--- config.mk ---
export PLATFORM = sky130hd
export DESIGN_NAME = sbie_exec
export DESIGN_NICKNAME = d
export VERILOG_FILES = /design/src/design/sbie_pkg.sv /design/src/design/sbie_alu.sv /design/src/design/sbie_exec.sv
export SDC_FILE = /design/constraint.sdc
export NUM_CORES = 1
export LEC_CHECK = 0
export BUFFER_PORTS_ARGS = -buffer_cell sky130_fd_sc_hd__buf_2
export CAP_MARGIN = 20
export CORE_MARGIN = 10
export CORE_UTILIZATION = 51
export DETAILED_ROUTE_END_ITERATION = 7
export PLACE_DENSITY = 0.82
export RECOVER_POWER = 25
export SLEW_MARGIN = 20
export SYNTH_ARGS = -nofsm -noshare
export SYNTH_HDL_FRONTEND = slang
export SYNTH_HIERARCHICAL = 1
export SYNTH_SLANG_ARGS = --single-unit
--- constraint.sdc ---
create_clock -name REF_CLK_I -period 4.6 [get_ports REF_CLK_I]
set_input_delay 0.23 -clock REF_CLK_I [delete_from_list [all_inputs] [get_ports REF_CLK_I]]
set_output_delay 0.23 -clock REF_CLK_I [all_outputs]
set_load 0.05 [all_outputs]
--- src/design/sbie_pkg.sv ---
package sbie_pkg;
    // Opcode field layout of the 14-bit instruction word
    localparam int SBIE_IW = 14;
    localparam int SBIE_DW = 8;
    localparam int SBIE_FW = 7;
    localparam int SBIE_PCW = 15;
    localparam int SBIE_KW = 11;
    localparam int SBIE_D_BIT = 7;
    localparam int SBIE_LATCH_LO = 3;
    localparam int SBIE_LATCH_HI = 6;
    // Operation encodings, upper six bits of the word
    localparam logic [5:0] SBIE_OP_DECSKIP = 6'h0B;
    localparam logic [5:0] SBIE_OP_INCSKIP = 6'h0F;
    localparam logic [5:0] SBIE_OP_INC = 6'h0A;
    localparam logic [5:0] SBIE_OP_ORREG = 6'h04;
    localparam logic [5:0] SBIE_OP_ORIMM = 6'h38;
    // Jump uses the top three bits only
    localparam logic [2:0] SBIE_OP_JUMP = 3'h5;
    localparam logic [SBIE_DW-1:0] SBIE_ACC_RST = 8'h00;
    localparam logic [SBIE_PCW-1:0] SBIE_PC_RST = 15'h0000;
    localparam logic [SBIE_DW-1:0] SBIE_ONE = 8'h01;
    typedef enum logic [2:0] {
        SBIE_NONE, SBIE_DECSKIP, SBIE_INCSKIP, SBIE_JUMP, SBIE_ORIMM, SBIE_INC, SBIE_ORREG
    } sbie_op_t;
endpackage

--- src/design/sbie_alu.sv ---
`timescale 1ns/10ps
// Registered result stage: computes value and zero test for one operation
module sbie_alu
    import sbie_pkg::*;
(
    input wire logic clk_i,
    input wire logic rst_i,
    input wire sbie_op_t op_i,
    input wire logic [SBIE_DW-1:0] acc_i,
    input wire logic [SBIE_DW-1:0] reg_i,
    input wire logic [SBIE_DW-1:0] imm_i,
    output logic [SBIE_DW-1:0] res_o,
    output logic zero_o
);
    logic [SBIE_DW-1:0] next_res;

    // Eight-bit arithmetic wraps modulo 256 by construction
    always_comb begin
        case (op_i)
            SBIE_DECSKIP: next_res = reg_i - SBIE_ONE;
            SBIE_INCSKIP, SBIE_INC: next_res = reg_i + SBIE_ONE;
            SBIE_ORIMM: next_res = acc_i | imm_i;
            SBIE_ORREG: next_res = acc_i | reg_i;
            default: next_res = acc_i;
        endcase
    end

    always_ff @(posedge clk_i or posedge rst_i) begin
        if (rst_i) begin
            res_o <= SBIE_ACC_RST;
            zero_o <= 1'b0;
        end else begin
            res_o <= next_res;
            zero_o <= (next_res == SBIE_ACC_RST);
        end
    end
endmodule

--- src/design/sbie_exec.sv ---
`timescale 1ns/10ps
// Overview of operation
// RULE_01 - Decrement-skip subtracts one from the register and sends it to acc (d=0) or register (d=1), flags untouched.
// RULE_02 - A zero decrement result turns the next instruction into an idle cycle, two cycles in all.
// RULE_03 - A zero increment-skip result turns the next instruction into an idle cycle, two cycles in all.
// RULE_04 - Both increments add one and route by the target bit; only the plain increment updates the zero flag.
// RULE_05 - The jump loads its 11-bit immediate into program counter bits 10 to 0, flags untouched.
// RULE_06 - The jump fills program counter bits 14 to 11 from latch bits 6 to 3.
// RULE_07 - The jump takes two cycles and discards the already fetched instruction.
// RULE_08 - OR immediate ors acc with the 8-bit immediate into acc and updates the zero flag.
// RULE_09 - OR register ors acc with the register, routes by the target bit and updates the zero flag.
// RULE_10 - The zero flag is set when the wrapped 8-bit result is zero and cleared otherwise.
module sbie_exec
    import sbie_pkg::*;
(
    input wire logic REF_CLK_I,
    input wire logic RST_I,
    input wire logic INSTR_VALID_I,
    input wire logic [SBIE_IW-1:0] INSTR_I,
    input wire logic [SBIE_DW-1:0] REG_RDATA_I,
    input wire logic [SBIE_DW-1:0] UPPER_TARGET_LATCH_I,
    output logic [SBIE_DW-1:0] ACC_O,
    output logic RESULT_NULL_FLAG_O,
    output logic REG_WE_O,
    output logic [SBIE_FW-1:0] REG_WADDR_O,
    output logic [SBIE_DW-1:0] REG_WDATA_O,
    output logic PC_LOAD_O,
    output logic [SBIE_PCW-1:0] PC_O,
    output logic IDLE_CYCLE_O
);
    sbie_op_t op;
    sbie_op_t op_q;
    logic target_q;
    logic [SBIE_FW-1:0] addr_q;
    logic [SBIE_DW-1:0] alu_res;
    logic alu_zero;
    logic squash;

    // Decoding used for the opcode table
    function automatic sbie_op_t decode(input logic [SBIE_IW-1:0] w);
        if (w[13:11] == SBIE_OP_JUMP) return SBIE_JUMP;
        case (w[13:8])
            SBIE_OP_DECSKIP: return SBIE_DECSKIP;
            SBIE_OP_INCSKIP: return SBIE_INCSKIP;
            SBIE_OP_INC: return SBIE_INC;
            SBIE_OP_ORREG: return SBIE_ORREG;
            SBIE_OP_ORIMM: return SBIE_ORIMM;
            default: return SBIE_NONE;
        endcase
    endfunction

    // A squashed slot executes as an idle cycle, never as the fetched word
    always_comb begin
        if (INSTR_VALID_I && !squash) begin
            op = decode(INSTR_I);
        end else begin
            op = SBIE_NONE;
        end
    end

    sbie_alu u_alu (
        .clk_i(REF_CLK_I),
        .rst_i(RST_I),
        .op_i(op),
        .acc_i(ACC_O),
        .reg_i(REG_RDATA_I),
        .imm_i(INSTR_I[SBIE_DW-1:0]),
        .res_o(alu_res),
        .zero_o(alu_zero)
    );

    // Operation context held for the write-back stage
    always_ff @(posedge REF_CLK_I or posedge RST_I) begin
        if (RST_I) begin
            op_q <= SBIE_NONE;
            target_q <= 1'b0;
            addr_q <= '0;
        end else begin
            op_q <= op;
            target_q <= INSTR_I[SBIE_D_BIT];
            addr_q <= INSTR_I[SBIE_FW-1:0];
        end
    end

    // Squash the next slot: skip on zero, or a jump always
    always_comb begin
        squash = 1'b0;
        if (op_q == SBIE_DECSKIP && alu_zero) squash = 1'b1; // RULE_02
        if (op_q == SBIE_INCSKIP && alu_zero) squash = 1'b1; // RULE_03
        if (op_q == SBIE_JUMP) squash = 1'b1; // RULE_07
    end

    // Idle pulse only for a valid slot; an empty slot has nothing to replace
    always_ff @(posedge REF_CLK_I or posedge RST_I) begin
        if (RST_I) begin
            IDLE_CYCLE_O <= 1'b0;
        end else begin
            IDLE_CYCLE_O <= squash && INSTR_VALID_I;
        end
    end

    // Accumulator write-back; register-target results leave it alone
    // No bypass: the op right behind sees the old acc, so dependent ops need a gap
    always_ff @(posedge REF_CLK_I or posedge RST_I) begin
        if (RST_I) begin
            ACC_O <= SBIE_ACC_RST;
        end else begin
            case (op_q)
                SBIE_DECSKIP, SBIE_INCSKIP, SBIE_INC, SBIE_ORREG: begin
                    if (!target_q) ACC_O <= alu_res; // RULE_01 RULE_04 RULE_09
                end
                SBIE_ORIMM: ACC_O <= alu_res; // RULE_08
                default: ACC_O <= ACC_O;
            endcase
        end
    end

    // Register write port, one pulse per register-target result
    always_ff @(posedge REF_CLK_I or posedge RST_I) begin
        if (RST_I) begin
            REG_WE_O <= 1'b0;
            REG_WADDR_O <= '0;
            REG_WDATA_O <= SBIE_ACC_RST;
        end else begin
            REG_WE_O <= target_q && (op_q == SBIE_DECSKIP || op_q == SBIE_INCSKIP ||
                op_q == SBIE_INC || op_q == SBIE_ORREG); // RULE_01 RULE_04 RULE_09
            REG_WADDR_O <= addr_q;
            REG_WDATA_O <= alu_res;
        end
    end

    // Zero flag: skip variants and the jump leave it untouched
    always_ff @(posedge REF_CLK_I or posedge RST_I) begin
        if (RST_I) begin
            RESULT_NULL_FLAG_O <= 1'b0;
        end else if (op_q == SBIE_INC || op_q == SBIE_ORIMM || op_q == SBIE_ORREG) begin
            RESULT_NULL_FLAG_O <= alu_zero; // RULE_10 RULE_04 RULE_08 RULE_09
        end
    end

    // Jump target assembled at decode time; latch is same-domain core logic
    always_ff @(posedge REF_CLK_I or posedge RST_I) begin
        if (RST_I) begin
            PC_LOAD_O <= 1'b0;
            PC_O <= SBIE_PC_RST;
        end else begin
            PC_LOAD_O <= (op == SBIE_JUMP);
            if (op == SBIE_JUMP) begin
                PC_O <= {UPPER_TARGET_LATCH_I[SBIE_LATCH_HI:SBIE_LATCH_LO], // RULE_06
                    INSTR_I[SBIE_KW-1:0]}; // RULE_05
            end
        end
    end
endmodule

== Word level (Yosys, flattened, before mapping) ==
Cells that the tools add are included.
Widths: inputs -> output; s select.
Storage, ports and cells
  register bits after elaboration: 62
  input bits: 33
  output and inout bits: 42
Cells by class
  $add $sub $neg: 2
  eq/ne operators: 19
  muxes and demuxes: 12
  bitwise logic cells: 2
  reductions and logical operators: 16
Operator list (number)
  $pmux 8 s4: 1
  $eq 3x3->1 const B: 7
  $eq 6x4->1 const B: 3
  $or 8x8->8: 2
  $pmux 8 s2: 1
  $pmux 3 s5: 1
  $eq 3x2->1 const B: 4
  $mux 3: 3
  $add 8x1->8 const B: 1
  $logic_not 8->1: 1
  $mux 8: 1
  $sub 8x1->8 const B: 1
  $eq 3x1->1 const B: 2
  $eq 6x3->1 const B: 1
  $eq 6x6->1 const B: 1
  $logic_and 1x1->1: 5
  $logic_or 1x1->1: 5
  $mux 1: 5
  $reduce_or 4->1: 1
  $ne 2x2->1 const B: 1
  $reduce_and 2->1: 1
  $reduce_bool 2->1: 1
  $reduce_or 2->1: 1
  $logic_not 1->1: 1

== Logic depth before layout (Yosys ltp) ==
Gate-level depths: netlist of run 1.
  depth after elaboration: 14
  mapped depth: 16
  mapped depth without buffers: 15

== Hierarchy ==
The synthesis of run 1 kept the hierarchy.
Modules (own cells, without submodules)
  sbie_exec: instances 1, cells an instance 110, area each 1849.3 um2, seq. area each 1326.3 um2
  sbie_alu: instances 1, cells an instance 142, area each 1097.3 um2, seq. area each 225.2 um2

== Worst setup path before layout of run 1 ==
OpenSTA, ideal clock, no wires.
  path type: flip-flop to flip-flop
  start point: reg op_q[0]
  end point: reg u_alu.zero_o
  library setup time: 0.121 ns
  data arrival time: 3.526 ns
  data required time: 4.479 ns
  setup slack: 0.953 ns
  cell stages (with the launch flop): 16
  buffers on the path: 0
  period minus slack after synthesis: 3.647 ns
  cell sequence: dfrtp_1 > inv_1 > ha_1 > nor2_1 > o221ai_2 > nor3_1 > and3b_1 > nor2_1 > xor2_1 > ha_1 > or3_1 > or4_1 > and3_1 > o31ai_1 > nor2_1 > and4bb_1
On the way
  cells in the longest elaborated chain, start to end: 12
  elaborated cells on any way between the ends: 19
  classes of those cells: 8 x eq/ne; 5 x mux; 6 x reduce/logical
RTL lines
  from (decl): line sbie_exec.sv:32  | sbie_op_t op_q;
  from (signal assigned): line sbie_exec.sv:79  | op_q <= op;
  $eq 3x1->1: line sbie_exec.sv:88  | if (op_q == SBIE_DECSKIP && alu_zero) squash = 1'b1;
  $logic_and 1x1->1: line sbie_exec.sv:88
  $mux 1: line sbie_exec.sv:88
  $mux 1: line sbie_exec.sv:89  | if (op_q == SBIE_INCSKIP && alu_zero) squash = 1'b1;
  $mux 1 (*): line sbie_exec.sv:90  | if (op_q == SBIE_JUMP) squash = 1'b1;
  $logic_not 1->1 (*): line sbie_exec.sv:54  | if (INSTR_VALID_I && !squash) begin
  $logic_and 1x1->1 (*): line sbie_exec.sv:54
  $mux 3 (*): line sbie_exec.sv:54
  via op[0]: line sbie_exec.sv:31  | sbie_op_t op;
  $eq 3x2->1 or $eq 3x3->1 (tied branches): line sbie_alu.sv:19  | case (op_i)
  $reduce_or 2->1: line sbie_alu.sv:19
  $pmux 8 s4 (*): line sbie_alu.sv:19
  via u_alu.next_res[4]: line sbie_alu.sv:15  | logic [SBIE_DW-1:0] next_res;
  $logic_not 8->1 (*): line sbie_alu.sv:34  | zero_o <= (next_res == SBIE_ACC_RST);
  to (signal assigned): line sbie_alu.sv:34
  to (decl): line sbie_alu.sv:13  | output logic zero_o
The timed path passes the listed nets; every way through them passes the cells marked *.
A chain may end at the register's enable or synchronous reset.

== Final worst setup path of run 1 ==
  start point: reg op_q[1]
  end point: reg u_alu.zero_o
The elaborated chain is that of the path after synthesis.

==> Implementation_results.wiki, run 1 <==
{| class="wikitable"
! Metric !! Value
|-
| Slew of the pin with the lowest slew margin || 940 ps
|-
| Detailed-route wire length || 7.27 mm
|-
| Total of warnings raised by yosys || 6
|-
| Leakage power summed over all cells || 0.00169 uW
|-
| Crit path max fanout || 7
|-
| Data required time at the worst endpoint || 4820 ps
|-
| Initial core utilization || 0.532
|-
| Setup Crit Path Kind || reg -> reg
|-
| CTS buffer count || 9
|-
| Routed len/inst || 18.1 um
|-
| MaxCap Viol Count || 0
|-
| Mapped Cells || 252
|-
| First drt pass iteration count || 4
|-
| Fill cells || 427
|-
| Count of pins over their slew limit || 0
|-
| DIE AREA || 9220 um2
|-
| Portion of the post-synthesis area used by sequential elements || 0.527
|-
| Min-delay worst type || in -> reg
|-
| CTS Root Cell || clkbuf_8
|-
| Worst reg2reg startpoint || op_q[1]$_DFF_PP0_
|-
| Most frequent cells after synthesis || dfrtp_1 (62), mux2_2 (25), a21oi_1 (15), nor2_1 (13), inv_1 (9)
|-
| Post-synth cell types || 61
|-
| Critical Path Source Type || flip-flop
|-
| Part of the cycle the worst path needs || 0.880
|-
| Ratio of cells with drive above 1 in the final layout || 0.358
|-
| Total clock sinks || 62
|-
| Clock insertion delay at the later pin of the skew report || 330 ps
|-
| Clock Path Buffers || 2
|-
| # H-tree levels || 3
|-
| Maximum vdd drop || 0.000276 V
|-
| R2r worst-path depth || 15
|-
| Total design power || 2070 uW
|-
| Aggregate global-route resource usage || 0.167
|-
| Average vias per placed instance || 5.72
|-
| Number of I/O pins || 75
|-
| Final estimated routing congestion in global placement || 0.955
|-
| Largest cells by area after synthesis || dfrtp_1 (53%), mux2_2 (9.6%), a21oi_1 (2.5%), ha_1 (2.5%), a22oi_1 (1.8%)
|-
| HPWL reported at the end of detailed placement || 5.13 mm
|-
| Netlist area before placement || 2950 um2
|-
| Portion of synthesized cell area occupied by the leading cell type || 0.527
|-
| Initial antenna violation count || 0
|-
| Total number of vias || 2,298
|-
| Min-delay src || INSTR_I[1]
|-
| Maximum number of pins on one net before global-route repair || 47
|-
| Height of the die || 96.0 um
|-
| Flip-flop cell with the highest count after synthesis || dfrtp_1
|-
| Antenna cell count || 0
|-
| Final setup vio count || 0
|-
| Result of the run || finished, final reports clean
|-
| Most frequently used cell type in the post-synthesis netlist || dfrtp_1
|-
| Worst hold stages || 1
|-
| Setup repair after global routing missed its margin || no
|-
| Post-Synthesis Net Count || 291
|-
| Vias in the first global route || 2,339
|-
| Async set-reset flop share out of synthesis || 1.00
|-
| Min-Delay Endpoint || addr_q[1]$_DFF_PP0_
|-
| Total power divided by cell area || 575 nW/um2
|-
| Antenna Nets Post-Route || 0
|-
| Summed negative setup slack over all endpoints || 0 ps
|-
| Worst R2R Setup Slack || 550 ps
|-
| Final count of hold timing violations || 0
|-
| Number of port buffers || 70
|-
| Final Skew || 6.41 ps
|-
| Achievable clock frequency || 247 MHz
|-
| Cell type with the highest aggregate area in the netlist || dfrtp_1
|-
| # rows || 27
|-
| Max-slew headroom at the worst pin || 0.355
|-
| Detailed-route DRC error count || 0
|-
| Synth Register Bits || 62
|-
| Crit path DAT || 4270 ps
|-
| Clock-pin slew on the worst setup and hold paths || 60 ps
|-
| Count of flip-flops with a built-in enable after synthesis || 0
|-
| 1st-iter DRT viols || 155
|-
| Number of nets in the finished design || 365
|-
| Final critical path time including I/O delays and setup || 4050 ps
|-
| First-pass GRT wire length || 11.8 mm
|-
| Std-Cell Core Area || 5540 um2
|-
| Worst setup EP type || flip-flop
|-
| Destination of the worst register-to-register timing path || u_alu/zero_o$_DFF_PP0_
|-
| Area growth from synthesis to layout || 22.0%
|-
| CTS tree || built
|-
| Core occupancy in the finished layout || 0.649
|-
| Horiz. Die Dim || 96.0 um
|-
| Average cell area after synthesis || 11.7 um2
|-
| Global route total overflow || 0
|}
[critical path: stages, from the launching register on]
cell	delay (ps)
dfrtp_1	390
inv_1	80
ha_1	190
nor2_1	160
o221ai_2	220
nor3_2	290
nor3b_2	420
nor2_1	160
xor2_1	170
ha_1	260
or3_1	370
or4_1	440
and3_1	210
o31ai_1	310
nor2_1	80
and4bb_1	190
[power by group]
group / total (uW) / switching [uW] / leakage (uW) / internal (uW)
logic: 764 / 553 / 0.000791 / 211
clock network: 529 / 200 / 0.000115 / 330
registers: 776 / 91.0 / 0.000779 / 685
[how the worst max path moves through the flow]
stage / startpoint / to / slack (ps) / depth (start not counted)
floorplan: op_q[0]$_DFF_PP0_ / u_alu/zero_o$_DFF_PP0_ / 950 / 15
global placement: op_q[0]$_DFF_PP0_ / u_alu/zero_o$_DFF_PP0_ / 790 / 15
detailed placement: op_q[0]$_DFF_PP0_ / u_alu/zero_o$_DFF_PP0_ / 600 / 15
CTS: op_q[0]$_DFF_PP0_ / u_alu/zero_o$_DFF_PP0_ / 590 / 15
global route: op_q[1]$_DFF_PP0_ / u_alu/zero_o$_DFF_PP0_ / 280 / 15
finish: op_q[1]$_DFF_PP0_ / u_alu/zero_o$_DFF_PP0_ / 550 / 15
[area by class of cell]
| cell class | count | area [um2] | share of cell area |
|---|---|---|---|
| Sequential cell | 62 | 1550 | 0.431 |
| Multi-Input combinational cell | 166 | 1300 | 0.361 |
| Timing Repair Buffer | 77 | 397 | 0.110 |
| Clock buffer | 11 | 151 | 0.0421 |
| Tap cell | 72 | 90.1 | 0.0251 |
| Clock inverter | 4 | 70.1 | 0.0195 |
| Inverter | 10 | 37.5 | 0.0104 |
[per-stage QoR]
stage	setup WS (ps)	instances	cell area (um2)	hold WS (ps)
after CTS	585	401	3600	14.3
after detailed placement	604	385	3370	145
final	553	402	3600	33.6
after global routing	283	402	3600	17.3
after floorplan	953	252	2950	57.9
after global placement	786	385	3370	131
[routing by layer]
layer  GRT usage  vias to the layer above  routed length [um]
met5           0                        -                   0
met4      0.0663                        0                 122
met3      0.0591                       10                 579
met2       0.284                       74                3770
met1       0.186                     1132                2790
li1            -                     1082                   -
[repair_timing]
| item | in CTS | in global routing |
|---|---|---|
| setup buffers | 0 | 0 |
| hold buffers | 1 | 0 |
| gates resized for setup | 0 | 0 |
| endpoints found under the hold margin | 16 | 0 |
[cells by family (layout without fill, tap and decap cells)]
kind of cell | count (synthesis) | count (layout) | synth area share
AOI/OAI and AO/OA | 65 | 65 | 0.155
DFF | 62 | 62 | 0.527
xor gates and xnor gates | 2 | 2 | 0.00595
adders and majority gates | 6 | 6 | 0.0255
buffers and inverters | 24 | 102 | 0.0378
muxes | 29 | 29 | 0.109
and+or+nand+nor | 64 | 64 | 0.141
[cell usage in the layout, fill, tap and decap left out, drive strengths merged, types with 4 or more instances in the layout]
cell | Yosys | routed
mux2 | 25 | 25
nor2b | 4 | 4
nand2 | 4 | 4
nor2 | 13 | 13
a22oi | 7 | 7
inv | 10 | 10
o31ai | 5 | 5
dfrtp | 62 | 62
nor4 | 6 | 6
mux2i | 4 | 4
buf | 9 | 66
clkbuf | 5 | 21
nor3b | 4 | 4
o21ai | 8 | 8
a21oi | 15 | 15
ha | 6 | 6
nor3 | 7 | 7
[flip-flops by register name (all words and copies together) (netlist names)]
register,count
ACC_O,8
REG_WDATA_O,8
target_q,1
addr_q,7
REG_WE_O,1
PC_O,15
u_alu/res_o,8
u_alu/zero_o,1
op_q,3
PC_LOAD_O,1
IDLE_CYCLE_O,1
RESULT_NULL_FLAG_O,1
REG_WADDR_O,7
No activity file was read; power rests on OpenSTA's default activity.
==> run 2: changes to the inputs <==
RECOVER_POWER = default   (was 25)
==> run 2 against run 1 <==
Against the previous run: combinational power hardly changed; first-iteration DRC count is 23% higher; routed wire length is 0.34% lower; critical path depth stayed put; fmax is 0.24% higher; cell area is 0.35% higher.
==> Implementation_results.wiki, run 2 (same netlist as run 1, synthesis figures left out) <==
{| class="wikitable"
! Metric !! Value
|-
| Count of pins over their slew limit || 0 (unchanged)
|-
| Number of I/O pins || 75 (unchanged)
|-
| # H-tree levels || 3 (unchanged)
|-
| Aggregate global-route resource usage || 0.167 (unchanged)
|-
| Max-slew headroom at the worst pin || 0.367 (+0.0116)
|-
| Inst Count DP || 385 (unchanged)
|-
| Achievable clock frequency || 248 MHz (+0.24%)
|-
| Crit path max fanout || 7 (unchanged)
|-
| Setup repair after global routing missed its margin || no
|-
| Part of the cycle the worst path needs || 0.878 (-0.00210)
|-
| Core occupancy in the finished layout || 0.651 (+0.00226)
|-
| Detailed-route wire length || 7.24 mm (-0.34%)
|-
| Leakage power summed over all cells || 0.00171 uW (+1.6%)
|-
| Commonest non-fill, non-tap cell in the layout || buf_2
|-
| HPWL reported at the end of detailed placement || 5.13 mm (unchanged)
|-
| Number of nets in the finished design || 365 (unchanged)
|-
| Result of the run || finished, final reports clean
|-
| Total number of vias || 2,312 (+0.61%)
|-
| Initial core utilization || 0.532 (unchanged)
|-
| Crit path DAT || 4260 ps (about the same)
|-
| Maximum number of pins on one net before global-route repair || 47 (unchanged)
|-
| Total clock sinks || 62 (unchanged)
|-
| Final setup vio count || 0 (unchanged)
|-
| CTS resizes || 0 (unchanged)
|-
| Maximum vdd drop || 0.000276 V (about the same)
|-
| Global route total overflow || 0 (unchanged)
|-
| Routed len/inst || 18.0 um (-0.34%)
|-
| Ratio of cells with drive above 1 in the final layout || 0.391 (+0.0333)
|-
| Std-Cell Core Area || 5540 um2 (unchanged)
|-
| CTS Root Cell || clkbuf_8
|-
| MaxCap Viol Count || 0 (unchanged)
|-
| Clock insertion delay at the later pin of the skew report || 330 ps (about the same)
|-
| CTS buffer count || 9 (unchanged)
|-
| Summed negative setup slack over all endpoints || 0 ps (unchanged)
|-
| Setup Crit Path Kind || reg -> reg
|-
| Slew of the pin with the lowest slew margin || 923 ps (-16.9 ps)
|-
| Antenna cell count || 0 (unchanged)
|-
| Area growth from synthesis to layout || 22.5%
|-
| # rows || 27 (unchanged)
|-
| First drt pass iteration count || 4 (unchanged)
|-
| Min-delay worst type || in -> reg
|-
| Data required time at the worst endpoint || 4820 ps (about the same)
|-
| Final estimated routing congestion in global placement || 0.955 (unchanged)
|-
| 1st-iter DRT viols || 190 (+23%)
|-
| Post-route non-filler standard cell count || 402 (unchanged)
|-
| Average vias per placed instance || 5.75 (+0.61%)
|-
| Final critical path time including I/O delays and setup || 4040 ps (-9.66 ps)
|-
| Height of the die || 96.0 um (unchanged)
|-
| First-pass GRT wire length || 11.8 mm (unchanged)
|-
| Detailed-route DRC error count || 0 (unchanged)
|-
| Largest reg by FF count || PC_O
|-
| Antenna Nets Post-Route || 0 (unchanged)
|-
| Total power divided by cell area || 574 nW/um2 (-0.32%)
|-
| Number of port buffers || 70 (unchanged)
|-
| CTS tree || built
|-
| Clock-pin slew on the worst setup and hold paths || 60 ps (about the same)
|-
| Max FFs per register || 15 (unchanged)
|-
| Clock Path Buffers || 2 (unchanged)
|-
| Top library cells by usage in the layout, fill and taps aside || buf_2 (70), dfrtp_1 (62), mux2_2 (25)
|-
| Worst setup EP type || flip-flop
|-
| Horiz. Die Dim || 96.0 um (unchanged)
|-
| Final Skew || 6.05 ps (-0.362 ps)
|-
| DIE AREA || 9220 um2 (unchanged)
|-
| Final count of hold timing violations || 0 (unchanged)
|-
| Postcts setup bufs || 0 (unchanged)
|-
| Vias in the first global route || 2,339 (unchanged)
|-
| Initial antenna violation count || 0 (unchanged)
|-
| Critical Path Source Type || flip-flop
|}
-- run 2: layer usage --
layer | GRT usage | up-vias | part of all wire
li1 | - | 1088 | -
met1 | 0.186 | 1132 | 0.38
met2 | 0.284 | 81 | 0.52
met3 | 0.0591 | 11 | 0.082
met4 | 0.0663 | 0 | 0.017
met5 | 0 | - | 0
-- run 2: timing repair --
item                                   in CTS  in global routing
hold buffers                                1                  0
endpoints found under the hold margin      16                  0
setup endpoints to repair                   0                  0
-- run 2: worst paths after layout --
| path | from | end | slack (ps) | depth (start not counted) |
|---|---|---|---|---|
| max in group asynchronous | RST_I | PC_O[8]$_DFFE_PP0N_ | 3470 | 4 |
| hold / removal | INSTR_I[1] | addr_q[1]$_DFF_PP0_ | 30 | 1 |
| min in group asynchronous | RST_I | addr_q[1]$_DFF_PP0_ | 360 | 3 |
| setup / recovery | op_q[1]$_DFF_PP0_ | u_alu/zero_o$_DFF_PP0_ | 560 | 15 |
| setup reg to reg | op_q[1]$_DFF_PP0_ | u_alu/zero_o$_DFF_PP0_ | 560 | 15 |
| hold reg to reg | addr_q[2]$_DFF_PP0_ | REG_WADDR_O[2]$_DFF_PP0_ | 350 | 0 |
-- run 2: critical path, cell delays in order, from the launching register on --
cell and delay, ps:
dfrtp_1 390, inv_1 80, ha_1 190, nor2_1 160
o221ai_2 210, nor3_2 290, nor3b_2 420, nor2_1 160
xor2_1 170, ha_1 260, or3_1 370, or4_1 440
and3_1 200, o31ai_1 300, nor2_1 80, and4bb_1 190
-- run 2: area by class of cell --
type	count	area, um2
multi-input combinational	166	1300
fill	421	1930
timing repair buffer	77	409
clock buffer	11	151
clock inverter	4	70.1
tap	72	90.1
sequential	62	1550
inverter	10	37.5
-- run 2: per-stage QoR --
step	setup WS [ps]	hold slack (ps)	total power, uW	area (um2)
finish	563	27.6	2070	3610
global route	283	9.49	2160	3610
CTS	585	14.3	2080	3600
detailed placement	604	145	1540	3370
global placement	786	131	1520	3370
floorplan	953	57.9	1340	2950
-- run 2: power by group --
group	switching (uW)	total (uW)	internal (uW)	leakage [uW]
Sequential	90.9	776	685	0.000779
Clock	198	528	330	0.000115
Combinational	553	766	213	0.000818
Total	842	2070	1230	0.00171
